===== config.mk =====
export PLATFORM = sky130hd
export DESIGN_NAME = uart_lmc
export DESIGN_NICKNAME = d
export VERILOG_FILES = /design/src/verilog/uart_lmc_pkg.sv /design/src/verilog/uart_lmc.sv /design/src/verilog/uart_lmc_rx.sv /design/src/verilog/uart_lmc_tx.sv
export SDC_FILE = /design/constraint.sdc
export NUM_CORES = 1
export LEC_CHECK = 0
export BUFFER_PORTS_ARGS = -buffer_cell sky130_fd_sc_hd__buf_2
export CAP_MARGIN = 20
export CORE_ASPECT_RATIO = 0.5
export CORE_UTILIZATION = 60
export DETAILED_ROUTE_END_ITERATION = 12
export PLACE_DENSITY_LB_ADDON = 0.05
export RECOVER_POWER = 25
export SYNTH_ARGS = -nofsm -noshare
export SYNTH_HDL_FRONTEND = slang
export SYNTH_SLANG_ARGS = --single-unit

===== constraint.sdc =====
create_clock -name ref_clk -period 9.5 [get_ports ref_clk]
set_input_delay 1.9 -clock ref_clk [delete_from_list [all_inputs] [get_ports ref_clk]]
set_output_delay 1.9 -clock ref_clk [all_outputs]
set_load 0.05 [all_outputs]

===== src/verilog/uart_lmc_pkg.sv =====
/*
 * Shared constants for the line-format, modem-output and line-status
 * block: register indices, reset values, bit timing, frame states and
 * the parity helper. Assumes a 16x oversampling tick from the baud
 * generator.
 */
package uart_lmc_pkg;
  // register indices; byte address is four times the index
  localparam logic [2:0] IDX_DATA = 3'h0; // rx/tx data or divisor low
  localparam logic [2:0] IDX_DIVHI = 3'h1; // divisor high (dlab only)
  localparam logic [2:0] IDX_LFC = 3'h3;
  localparam logic [2:0] IDX_MOC = 3'h4;
  localparam logic [2:0] IDX_LST = 3'h5;
  localparam logic [2:0] IDX_MST = 3'h6;
  localparam logic [2:0] IDX_FLOW = 3'h7;
  // values after reset
  localparam logic [7:0] LFC_RST = 8'h00;
  localparam logic [7:0] MOC_RST = 8'h00;
  localparam logic [15:0] DIV_RST = 16'h0001;
  localparam logic [1:0] FLOW_RST = 2'h0;
  // bit timing in 16x ticks
  localparam logic [5:0] TICKS_BIT = 6'h10;
  localparam logic [5:0] TICKS_HALF = 6'h08;
  localparam logic [5:0] TICKS_STOP15 = 6'h18;
  localparam logic [5:0] TICKS_STOP2 = 6'h20;
  localparam logic [3:0] IR_PULSE = 4'h3; // 3/16 of a bit
  localparam logic [4:0] IR_STRETCH = 5'h10;
  localparam logic [1:0] PRESCALE_MAX = 2'h3; // divide by four
  localparam logic [7:0] XON_CHAR = 8'h11;
  localparam logic [7:0] XOFF_CHAR = 8'h13;

  typedef enum logic [2:0] {
    ST_IDLE = 3'b000,
    ST_START = 3'b001,
    ST_DATA = 3'b010,
    ST_PAR = 3'b011,
    ST_STOP = 3'b100,
    ST_WAIT = 3'b101
  } frame_state_t;

  // parity bit for a character of 5 + wl bits
  function automatic logic calc_par(input logic [7:0] d,
      input logic [1:0] wl, input logic even, input logic stick);
    logic [7:0] mask;
    mask = 8'h1f;
    mask = mask | {wl == 2'h3, wl >= 2'h2, wl >= 2'h1, 5'h00};
    if (stick) begin
      calc_par = ~even;
    end else begin
      calc_par = (^(d & mask)) ^ ~even;
    end
  endfunction : calc_par
endpackage : uart_lmc_pkg


===== src/verilog/uart_lmc.sv =====
/*
 * One serial channel: APB register slave, baud generator with
 * prescaler, transmit holding register, receive FIFO with error tags,
 * loopback, IrDA coding and modem outputs. Assumes an APB master on
 * ref_clk and a remote serial partner on the pins.
 */
`timescale 1ns/1ps
// Overview of operation
// - Two low format bits pick 5, 6, 7 or 8 data bits.
// - Stop bit set: 1.5 stops for 5-bit, else 2 stops.
// - Parity enable adds parity on transmit and checks on receive.
// - Parity type clear gives odd parity, set gives even.
// - Forced parity: constant one when type clear, zero when set.
// - Break bit holds the transmit pin low until cleared.
// - Divisor access bit maps data addresses to the divisor latch.
// - Terminal-ready pin is the inverse of its control bit.
// - Request-to-send pin is the inverse of its control bit.
// - Control bit two feeds the ring state in loopback.
// - Output-two bit enables interrupt pin, drives aux output low.
// - Loopback bit turns on internal local loopback.
// - Resume-any: any character resumes transmit; Xon/Xoff dropped under software flow.
// - Infrared bit routes through IrDA coding; idle output low.
// - Prescaler bit divides the clock by four before the divisor.
// - Data-ready reads one while a received character waits.
// - Character into full FIFO sets overrun and is discarded.
// - Parity tag belongs to the character at the FIFO head.
// - Framing tag belongs to the character at the FIFO head.
// - Break stores one character, then waits for the line high.
// - Holding-empty sets on move to shifter, clears on load.
// - Transmitter-empty only when holding and shift both empty.
// - Error summary set while any stored character has a tag.
module uart_lmc import uart_lmc_pkg::*; #(
  parameter int DEPTH = 16
) (
  // clock and reset
  input wire logic ref_clk,
  input wire logic rst_n,
  // apb slave
  input wire logic psel,
  input wire logic penable,
  input wire logic pwrite,
  input wire logic [11:0] paddr,
  input wire logic [31:0] pwdata,
  output logic [31:0] prdata,
  output logic pready,
  output logic pslverr,
  // serial pins
  input wire logic rxd_in,
  output logic txd_out,
  // modem pins
  input wire logic ring_indicate_in,
  output logic dtr_n,
  output logic rts_n,
  output logic aux_output_two_n,
  // interrupt pin, three-state
  input wire logic irq_src,
  output logic int_out,
  output logic int_oe
);
  localparam int PW = $clog2(DEPTH);

  logic [7:0] line_format_control;
  logic [7:0] modem_output_control;
  logic [15:0] baud_divisor_latch;
  logic [1:0] flow_ctrl;
  logic [7:0] tx_holding_reg;
  logic thr_empty;
  logic overrun;
  logic [10:0] fifo_mem [DEPTH];
  logic [PW-1:0] wp, rp;
  logic [PW:0] fifo_cnt, err_cnt;
  logic [1:0] pre_cnt;
  logic [15:0] div_cnt;
  logic tick;
  logic rx_s1, rx_s2, ri_s1, ri_s2;
  logic [4:0] ir_cnt;
  logic tx_busy, tx_line, tx_start;
  logic [3:0] tx_phase;
  logic rx_line, rx_done, rx_pe, rx_fe, rx_brk;
  logic [7:0] rx_data;
  logic [7:0] line_status;
  logic [10:0] head;
  logic wr_acc, rd_setup, rd_acc, sel_ok, dlab;
  logic [2:0] idx;
  logic push, pop, fifo_full, keep_char, err_in, ring_state;
  logic [7:0] next_rdata;

  assign dlab = line_format_control[7];
  assign idx = paddr[4:2];
  assign sel_ok = (paddr[11:5] == 7'h00) && (paddr[1:0] == 2'h0) &&
                  (idx != 3'h2) && (idx != IDX_DIVHI || dlab);
  assign wr_acc = psel && penable && pwrite && sel_ok;
  assign rd_setup = psel && !penable && !pwrite;
  assign rd_acc = psel && penable && !pwrite && sel_ok;
  // zero-wait slave; bad addresses answer with an error
  assign pready = psel && penable;
  assign pslverr = psel && penable && !sel_ok;

  // input synchronisers
  always_ff @(posedge ref_clk or negedge rst_n) begin
    if (!rst_n) begin
      rx_s1 <= 1'b1;
      rx_s2 <= 1'b1;
      ri_s1 <= 1'b1;
      ri_s2 <= 1'b1;
    end else begin
      rx_s1 <= rxd_in;
      rx_s2 <= rx_s1;
      ri_s1 <= ring_indicate_in;
      ri_s2 <= ri_s1;
    end
  end

  // control registers; reset returns every format bit to zero
  always_ff @(posedge ref_clk or negedge rst_n) begin
    if (!rst_n) begin
      line_format_control <= LFC_RST;
      modem_output_control <= MOC_RST;
      baud_divisor_latch <= DIV_RST;
    end else if (wr_acc) begin
      case (idx)
        IDX_DATA: begin
          if (dlab) begin
            baud_divisor_latch[7:0] <= pwdata[7:0];
          end
        end
        IDX_DIVHI: baud_divisor_latch[15:8] <= pwdata[7:0];
        IDX_LFC: line_format_control <= pwdata[7:0];
        IDX_MOC: modem_output_control <= pwdata[7:0];
        default: ;
      endcase
    end
  end

  // prescaler then divisor; a zero divisor stops the ticks
  always_ff @(posedge ref_clk or negedge rst_n) begin
    if (!rst_n) begin
      pre_cnt <= 2'h0;
      div_cnt <= 16'h0000;
      tick <= 1'b0;
    end else begin
      tick <= 1'b0;
      pre_cnt <= pre_cnt + 2'h1;
      if (!modem_output_control[7] || pre_cnt == PRESCALE_MAX) begin
        div_cnt <= div_cnt + 16'h0001;
        if (div_cnt + 16'h0001 >= baud_divisor_latch) begin
          div_cnt <= 16'h0000;
          tick <= (baud_divisor_latch != 16'h0000);
        end
      end
    end
  end

  // suspend bit set by software, released by any character when resume-any is set
  always_ff @(posedge ref_clk or negedge rst_n) begin
    if (!rst_n) begin
      flow_ctrl <= FLOW_RST;
    end else if (wr_acc && idx == IDX_FLOW) begin
      flow_ctrl <= pwdata[1:0];
    end else if (rx_done && modem_output_control[5]) begin
      flow_ctrl[0] <= 1'b0;
    end
  end

  // holding register: load clears empty, move to shifter sets it
  assign tx_start = !thr_empty && !tx_busy && !flow_ctrl[0];
  always_ff @(posedge ref_clk or negedge rst_n) begin
    if (!rst_n) begin
      thr_empty <= 1'b1;
      tx_holding_reg <= 8'h00;
    end else if (wr_acc && idx == IDX_DATA && !dlab) begin
      thr_empty <= 1'b0;
      tx_holding_reg <= pwdata[7:0];
    end else if (tx_start) begin
      thr_empty <= 1'b1;
    end
  end

  uart_lmc_tx u_tx (
    .ref_clk(ref_clk),
    .rst_n(rst_n),
    .tick(tick),
    .start(tx_start),
    .data(tx_holding_reg),
    .wl(line_format_control[1:0]),
    .stop_sel(line_format_control[2]),
    .par_en(line_format_control[3]),
    .par_even(line_format_control[4]),
    .par_stick(line_format_control[5]),
    .busy(tx_busy),
    .txd(tx_line),
    .phase(tx_phase)
  );

  // ir decoder stretches each short high pulse into a low bit
  always_ff @(posedge ref_clk or negedge rst_n) begin
    if (!rst_n) begin
      ir_cnt <= 5'h00;
    end else if (rx_s2) begin
      ir_cnt <= IR_STRETCH;
    end else if (tick && ir_cnt != 5'h00) begin
      ir_cnt <= ir_cnt - 5'h01;
    end
  end

  always_comb begin
    if (modem_output_control[4]) begin
      rx_line = tx_line;
    end else if (modem_output_control[6]) begin
      rx_line = (ir_cnt == 5'h00);
    end else begin
      rx_line = rx_s2;
    end
  end

  uart_lmc_rx u_rx (
    .ref_clk(ref_clk),
    .rst_n(rst_n),
    .tick(tick),
    .rxd(rx_line),
    .wl(line_format_control[1:0]),
    .par_en(line_format_control[3]),
    .par_even(line_format_control[4]),
    .par_stick(line_format_control[5]),
    .done(rx_done),
    .data(rx_data),
    .pe(rx_pe),
    .fe(rx_fe),
    .brk(rx_brk)
  );

  // transmit pin: break wins, loopback idles at mark, ir encodes
  always_ff @(posedge ref_clk or negedge rst_n) begin
    if (!rst_n) begin
      txd_out <= 1'b1;
    end else if (line_format_control[6]) begin
      txd_out <= 1'b0;
    end else if (modem_output_control[4]) begin
      txd_out <= 1'b1;
    end else if (modem_output_control[6]) begin
      txd_out <= !tx_line && tx_phase < IR_PULSE;
    end else begin
      txd_out <= tx_line;
    end
  end

  // receive fifo; xon/xoff are not stored under software flow with resume-any set
  assign keep_char = !(flow_ctrl[1] && modem_output_control[5] &&
                       (rx_data == XON_CHAR || rx_data == XOFF_CHAR));
  assign fifo_full = (fifo_cnt == DEPTH[PW:0]);
  assign pop = rd_acc && idx == IDX_DATA && !dlab && fifo_cnt != '0;
  assign push = rx_done && keep_char && !fifo_full;
  assign err_in = rx_pe || rx_fe || rx_brk;
  assign head = fifo_mem[rp];

  always_ff @(posedge ref_clk) begin
    if (push) begin
      fifo_mem[wp] <= {rx_brk, rx_fe, rx_pe, rx_data};
    end
  end

  always_ff @(posedge ref_clk or negedge rst_n) begin
    if (!rst_n) begin
      wp <= '0;
      rp <= '0;
      fifo_cnt <= '0;
      err_cnt <= '0;
    end else begin
      if (push) begin
        wp <= wp + 1'b1;
      end
      if (pop) begin
        rp <= rp + 1'b1;
      end
      fifo_cnt <= fifo_cnt + (PW+1)'(push) - (PW+1)'(pop);
      // summary counts tagged entries so it clears with the last one
      err_cnt <= err_cnt + (PW+1)'(push && err_in) -
                 (PW+1)'(pop && head[10:8] != 3'h0);
    end
  end

  // overrun: a new event beats the clear by a status read
  always_ff @(posedge ref_clk or negedge rst_n) begin
    if (!rst_n) begin
      overrun <= 1'b0;
    end else if (rx_done && keep_char && fifo_full) begin
      overrun <= 1'b1;
    end else if (rd_acc && idx == IDX_LST) begin
      overrun <= 1'b0;
    end
  end

  always_comb begin
    line_status[0] = (fifo_cnt != '0);
    line_status[1] = overrun;
    line_status[2] = line_status[0] && head[8];
    line_status[3] = line_status[0] && head[9];
    line_status[4] = line_status[0] && head[10];
    line_status[5] = thr_empty;
    line_status[6] = thr_empty && !tx_busy;
    line_status[7] = (err_cnt != '0);
  end

  assign ring_state = modem_output_control[4] ?
                      modem_output_control[2] : !ri_s2;

  always_comb begin
    next_rdata = 8'h00;
    case (idx)
      IDX_DATA: next_rdata = dlab ? baud_divisor_latch[7:0] : head[7:0];
      IDX_DIVHI: next_rdata = dlab ? baud_divisor_latch[15:8] : 8'h00;
      IDX_LFC: next_rdata = line_format_control;
      IDX_MOC: next_rdata = modem_output_control;
      IDX_LST: next_rdata = line_status;
      IDX_MST: next_rdata = {1'b0, ring_state, 6'h00};
      IDX_FLOW: next_rdata = {6'h00, flow_ctrl};
      default: next_rdata = 8'h00;
    endcase
  end

  // read data caught in the setup cycle, stable through access
  always_ff @(posedge ref_clk or negedge rst_n) begin
    if (!rst_n) begin
      prdata <= 32'h0000_0000;
    end else if (rd_setup) begin
      prdata <= {24'h000000, sel_ok ? next_rdata : 8'h00};
    end
  end

  // modem outputs are inverted control bits
  assign dtr_n = !modem_output_control[0];
  assign rts_n = !modem_output_control[1];
  assign aux_output_two_n = !modem_output_control[3];
  assign int_oe = modem_output_control[3];
  assign int_out = irq_src;
endmodule : uart_lmc


===== src/verilog/uart_lmc_rx.sv =====
/*
 * Receive engine: samples mid-bit, checks parity and stop, flags
 * break. Assumes a synchronised line and a 16x tick.
 */
`timescale 1ns/1ps
module uart_lmc_rx import uart_lmc_pkg::*; (
  // clock and reset
  input wire logic ref_clk,
  input wire logic rst_n,
  // line and format
  input wire logic tick,
  input wire logic rxd,
  input wire logic [1:0] wl,
  input wire logic par_en,
  input wire logic par_even,
  input wire logic par_stick,
  // character out
  output logic done,
  output logic [7:0] data,
  output logic pe,
  output logic fe,
  output logic brk
);
  frame_state_t state;
  logic [5:0] cnt;
  logic [2:0] bitn;
  logic pbit;

  // after a low stop bit, wait for mark so one break makes one char
  always_ff @(posedge ref_clk or negedge rst_n) begin
    if (!rst_n) begin
      state <= ST_IDLE;
      cnt <= 6'h00;
      bitn <= 3'h0;
      pbit <= 1'b0;
      done <= 1'b0;
      data <= 8'h00;
      pe <= 1'b0;
      fe <= 1'b0;
      brk <= 1'b0;
    end else begin
      done <= 1'b0;
      case (state)
        ST_IDLE: begin
          cnt <= 6'h00;
          if (!rxd) begin
            state <= ST_START;
          end
        end
        ST_WAIT: begin
          if (rxd) begin
            state <= ST_IDLE;
          end
        end
        default: begin
          if (tick) begin
            cnt <= cnt + 6'h01;
            if (state == ST_START && cnt == TICKS_HALF - 6'h01) begin
              cnt <= 6'h00;
              bitn <= 3'h0;
              data <= 8'h00;
              state <= rxd ? ST_IDLE : ST_DATA;
            end else if (state != ST_START &&
                         cnt == TICKS_BIT - 6'h01) begin
              cnt <= 6'h00;
              case (state)
                ST_DATA: begin
                  data[bitn] <= rxd;
                  bitn <= bitn + 3'h1;
                  if (bitn == {1'b0, wl} + 3'h4) begin
                    state <= par_en ? ST_PAR : ST_STOP;
                  end
                end
                ST_PAR: begin
                  pbit <= rxd;
                  state <= ST_STOP;
                end
                default: begin
                  done <= 1'b1;
                  fe <= !rxd;
                  pe <= par_en &&
                    (pbit != calc_par(data, wl, par_even, par_stick));
                  brk <= !rxd && data == 8'h00 &&
                    !(par_en && pbit);
                  state <= rxd ? ST_IDLE : ST_WAIT;
                end
              endcase
            end
          end
        end
      endcase
    end
  end
endmodule : uart_lmc_rx


===== src/verilog/uart_lmc_tx.sv =====
/*
 * Transmit shift engine: start bit, 5..8 data bits, optional parity,
 * 1, 1.5 or 2 stop bits. Assumes one tick per sixteenth of a bit.
 */
`timescale 1ns/1ps
module uart_lmc_tx import uart_lmc_pkg::*; (
  // clock and reset
  input wire logic ref_clk,
  input wire logic rst_n,
  // request
  input wire logic tick,
  input wire logic start,
  input wire logic [7:0] data,
  // format
  input wire logic [1:0] wl,
  input wire logic stop_sel,
  input wire logic par_en,
  input wire logic par_even,
  input wire logic par_stick,
  // line
  output logic busy,
  output logic txd,
  output logic [3:0] phase
);
  frame_state_t state;
  logic [5:0] cnt;
  logic [2:0] bitn;
  logic [7:0] shreg;
  logic par;
  logic [5:0] limit;
  logic line_bit;

  // stop length depends on word length
  always_comb begin
    limit = TICKS_BIT;
    if (state == ST_STOP && stop_sel) begin
      limit = (wl == 2'h0) ? TICKS_STOP15 : TICKS_STOP2;
    end
  end

  // frame sequencer
  always_ff @(posedge ref_clk or negedge rst_n) begin
    if (!rst_n) begin
      state <= ST_IDLE;
      cnt <= 6'h00;
      bitn <= 3'h0;
      shreg <= 8'h00;
      par <= 1'b0;
    end else if (state == ST_IDLE) begin
      if (start) begin
        state <= ST_START;
        cnt <= 6'h00;
        bitn <= 3'h0;
        shreg <= data;
        par <= calc_par(data, wl, par_even, par_stick);
      end
    end else if (tick) begin
      cnt <= cnt + 6'h01;
      if (cnt == limit - 6'h01) begin
        cnt <= 6'h00;
        case (state)
          ST_START: state <= ST_DATA;
          ST_DATA: begin
            shreg <= {1'b0, shreg[7:1]};
            bitn <= bitn + 3'h1;
            if (bitn == {1'b0, wl} + 3'h4) begin
              state <= par_en ? ST_PAR : ST_STOP;
            end
          end
          ST_PAR: state <= ST_STOP;
          default: state <= ST_IDLE;
        endcase
      end
    end
  end

  always_comb begin
    case (state)
      ST_START: line_bit = 1'b0;
      ST_DATA: line_bit = shreg[0];
      ST_PAR: line_bit = par;
      default: line_bit = 1'b1;
    endcase
  end

  // registered line keeps glitches off the pin
  always_ff @(posedge ref_clk or negedge rst_n) begin
    if (!rst_n) begin
      txd <= 1'b1;
    end else begin
      txd <= line_bit;
    end
  end

  assign busy = (state != ST_IDLE);
  assign phase = cnt[3:0];
endmodule : uart_lmc_tx

# Yosys cells after proc, flatten, opt, wreduce, memory -nomap -nowiden
# Memories as Yosys holds them, arrays and structs flattened.
# Index checks and enable logic that the tools add are counted.
word_totals:
  elab_cells: 291
  in_bits: 52
  regBits: 146
  memories: 1
  mem_bits_rw: 176
  output_inout_bits: 40
memory_table:
  columns: ["name", "depth", "word_bits", "read_ports", "rd_clocked_by_memory_dff", "write_ports", "line_no", "source"]
  rows:
  - ["fifo_mem", 16, 11, 1, 0, 1, "uart_lmc.sv:69", "logic [10:0] fifo_mem [DEPTH];"]
op_classes:
  order_cmp: 6
  eq_ne: 33
  n_bitwise: 9
  reduce_logical: 107
  mux: 82
  add_sub_neg: 15
ops:
  columns: ["cell", "n"]
  rows:
  - ["$mux 8", 11]
  - ["$mux 3", 21]
  - ["$pmux 8 s7", 1]
  - ["$mux 6", 9]
  - ["$logic_and 1x1->1", 42]
  - ["$mux 1", 29]
  - ["$reduce_bool 2->1", 10]
  - ["$eq 3x3->1 const B", 6]
  - ["$logic_not 1->1", 17]
  - ["$add 16x1->16 const B", 1]
  - ["$and 8x8->8", 2]
  - ["$eq 8x5->1 const B", 2]
  - ["$ge 16x16->1", 1]
  - ["$mux 16", 1]
  - ["$reduce_bool 16->1", 1]
  - ["$reduce_xor 8->1", 2]
  - ["$eq 3x2->1 const B", 5]
  - ["$reduce_and 5->1", 3]
  - ["$reduce_bool 5->1", 3]
  - ["$add 6x1->6 const B", 2]
  - ["$pmux 3 s2", 2]
  - ["$pmux 6 s2", 1]
  - ["$reduce_and 2->1", 6]
  - ["$reduce_and 4->1", 3]
  - ["other kinds (44)", 71]

# Depth between registers and ports, before layout
logic_depth:
  depth_word: 12
  mapped_depth: 16
  depth_no_buf: 16

# Hierarchy
# A second synthesis with hierarchy kept.
unflattened:
  hier_cells: 1174
  area_unflattened_um2: 15351.0
modules_own_cells:
  columns: ["module", "area_each_um2", "seq_area_each_um2", "cells_per_inst", "n_inst"]
  rows:
  - ["uart_lmc", 12374.4, 7771.2, 846, 1]
  - ["uart_lmc_rx", 1625.3, 625.6, 178, 1]
  - ["uart_lmc_tx", 1351.3, 551.8, 150, 1]

# Worst setup path before layout
# Ideal clock, no wire load.
synth_timing:
  path_kind: "input to output"
  from: "input paddr[2]"
  to: "output pslverr"
  path_slack_ns: 4.483
  path_stages: 3
  required_time_ns: 7.600
  arrival_ns: 3.117
  cell_sequence: "nor2b_1 -> a211oi_4 -> nor2_1"
synth_via:
  elab_chain_len: 5
  word_cells_on_any_way: 7
  cone_classes: "eq/ne: 2; reduce/logical: 5"
synth_rtl:
  columns: ["element", "line_no", "source"]
  rows:
  - ["start, declared", "uart_lmc.sv:42", "input wire logic [11:0] paddr,"]
  - ["$ne 3x2->1 / $ne 3x1->1 (equally long branches)", "uart_lmc.sv:91", "(idx != 3'h2) && (idx != IDX_DIVHI || dlab);"]
  - ["$logic_and 1x1->1 / $logic_or 1x1->1 (equally long branches)", "uart_lmc.sv:90, uart_lmc.sv:91", null]
  - ["$logic_and 1x1->1 (*)", "uart_lmc.sv:91", null]
  - ["$logic_not 1->1 (*)", "uart_lmc.sv:97", "assign pslverr = psel && penable && !sel_ok;"]
  - ["$logic_and 1x1->1 (*)", "uart_lmc.sv:97", null]
  - ["end, declared", "uart_lmc.sv:46", "output logic pslverr,"]
# Mark *: on every way between the ends. The rest lies on a longest branch, timed or not.

# Final worst setup path
# Ends and elaborated chain as after synthesis.

==> flow_summary.toml <==
[placed_design]
place_congestion = 0.890
dp_hpwl_um = 21900
place_area_sq_mm = 0.0157
place_ws_ns = 4.04
io_buffer_count = 41

[grt]
grt_pass1_vias = 9281
antenna_found_initial = 2
grt_pass1_wl_um = 52400
grt_usage_pct = 26.2
grt_overflow = 0
grt_max_degree = 92

[clock_tree]
cts_tree = "yes"
cts-hold-fix-buffers = 0
clock_latency_ns = 0.57
cts_buffer_depth = 3
cts_setup_buffers = 0
root_buffer = "clkbuf_16"
clkSinkCount = 322
cts.repair.resized = 0
clk_pin_slew_ns = 0.06
htree_levels = 1
numCtsBuffers = 28

[routing]
drt_iter0_drc = 975
via_per_inst = 6.09
wl_met2_um = 15500
routed_wirelength_um = 33500
dr.pass1.iters = 5
route.met3.wl_um = 1990
vias = 9601
dr.max_layer_used = "met4"
wl_per_cell_um = 21.2
wl_met1_um = 15400
drc = 0
drtAntennaViolNets = 0

[sta]
maxSlewViolCount = 0
rsz0062_at_grt = "no"
whs_ns = 0.359
setup-violations-final = 0
final.min_clock_period_ns = 5.48
timing.setup.tns_ns = 0
tightestPinTransition_ns = 1.01
skew_ns = 0.0138
timing.fmax_ghz = 0.183
worst_slack_ns = 4.02
max_slew_margin_pct = 31.9
fin_crit_sh_pct = 57.6
hold_viol = 0

[power]
p_leak_nw = 6.11
ir_drop_mv = 0.117
power.density_mw_per_mm2 = 172
fin_total_pwr_mw = 2.85

[floorplanning]
die_area_sq_mm = 0.0262
die_x_um = 228
num_io_pins = 92
core_area_sq_mm = 0.0245
initial_core_util_pct = 62.4
die_y_um = 115
num_rows = 40

[critical_path]
cp-start-kind = "input port"
r2r-start = "rp[0]$_DFFE_PN0P_"
worstSetupPathType = "in -> out"
ff2ff_setup_slack_ns = 5.47
cp.arrival_ns = 3.58
cp-end-kind = "output pin"
crit_path_max_fanout = 21
worstPathRequired_ns = 7.60
r2r-end = "err_cnt[4]$_DFF_PN0_"
rr_worst_depth = 13

[layout]
drive_above_1_share_pct = 17.3
largest_reg_flops = 176
stdcell_area_sq_mm = 0.0166
largest_registers = "fifo_mem x176, baud_divisor_latch x16, div_cnt x16"
final_cell_mix = "edfxtp_1 (176), dfrtp_1 (137), nand2_1 (95), o21ai_0 (75), nor2_1 (70)"
largest_register = "fifo_mem"
nets = 1319
syn_to_final_growth_pct = 8.56
layout.cells.most_common = "edfxtp_1"

[synth]
syn_inst = 1191
synth_edf_count = 176
avgSynthCellArea_sq_um = 12.9
synth_top_cell_by_area = "edfxtp_1"
async_flop_share_pct = 45.3
ys_seq_area_share_pct = 58.4
synthFlopType = "edfxtp_1"
synth_seq_cells = 322
yosys_warnings = 0
synth_area_sq_mm = 0.0153
synth_cell_types = 75
yosysTopAreaCellShare_pct = 34.5
synth_area_leaders = "edfxtp_1 (35%), dfrtp_1 (23%), mux4_2 (6.5%)"

[run]
max-cap-violations = 0

[hold_path]
min_path_type = "reg -> reg"
hold_path_end = "rx_s2$_DFF_PN1_"
hold_path_depth = 0
hold_start = "rx_s1$_DFF_PN1_"

[status]
status = "finished, final reports clean"
==> worst max path at each step <==
stage / from / to / cells past startpoint
3_5_place_dp: paddr[2] / pslverr / 6
4_1_cts: paddr[2] / pslverr / 6
6_report: paddr[2] / pslverr / 6
3_3_place_gp: paddr[2] / pslverr / 6
2_1_floorplan: paddr[2] / pslverr / 3
5_1_grt: paddr[2] / pslverr / 6
==> power by group <==
group	switching, mW	total [mW]	leakage [nW]	internal (mW)
registers	0.0253	1.51	3.25	1.48
clock network	0.515	1.16	0.448	0.640
logic	0.120	0.191	2.41	0.0709
==> cell type report <==
type | count | area [sq um]
multi-input combinational | 753 | 5810
clock inverter | 15 | 176
clock buffer | 34 | 743
fill | 1714 | 7900
timing repair buffer | 50 | 279
antenna | 1 | 2.50
inverter | 66 | 248
tap | 336 | 420
sequential | 322 | 8950
==> worst max-delay path: stages <==
cell	delay, ns
buf_2	0.34
nor2_1	0.14
a2111o_1	0.49
a211oi_4	0.36
nor2_1	0.11
buf_2	0.23
==> Yosys cell counts (all sizes together) (10+ instances only) <==
cell type and instances:
clkbuf 28, buf 45, edfxtp 176, mux2i 14, nand4 11, inv 66
a22o 18, ha 44, nor2 72, xnor2 26, a211oi 13, mux2 50
nand3 30, nor3 15, and2 25, a21oi 33, nand2 95, mux4 44
nor2b 21, dfrtp 138, nand2b 10, xor2 18, o21ai 75, nor4 12
==> stage by stage <==
stage,std cells,utilization [%]
5_1_grt,1577,67.8
3_5_place_dp,1527,64.0
4_1_cts,1576,67.8
6_report,1577,67.8
2_1_floorplan,1214,-
3_3_place_gp,1527,64.0
==> logic make-up after synthesis <==
group           after synthesis  synth area share [%]
compound gates              207                  9.13
xor+xnor                     45                  2.66
fa+ha+maj                    46                  3.86
buf+inv                     139                  4.22
flops                       322                  58.4
mux                         108                  11.1
other cells                   1                0.0245
simple gates                323                  10.6
==> routing by layer <==
metal / GRT usage, % / up-vias
met2: 41.8 / 295
met1: 38.3 / 4858
li1: - / 4394
met5: 0 / -
met3: 4.07 / 54
met4: 6.76 / 0
No activity file was read; power rests on OpenSTA's default activity.
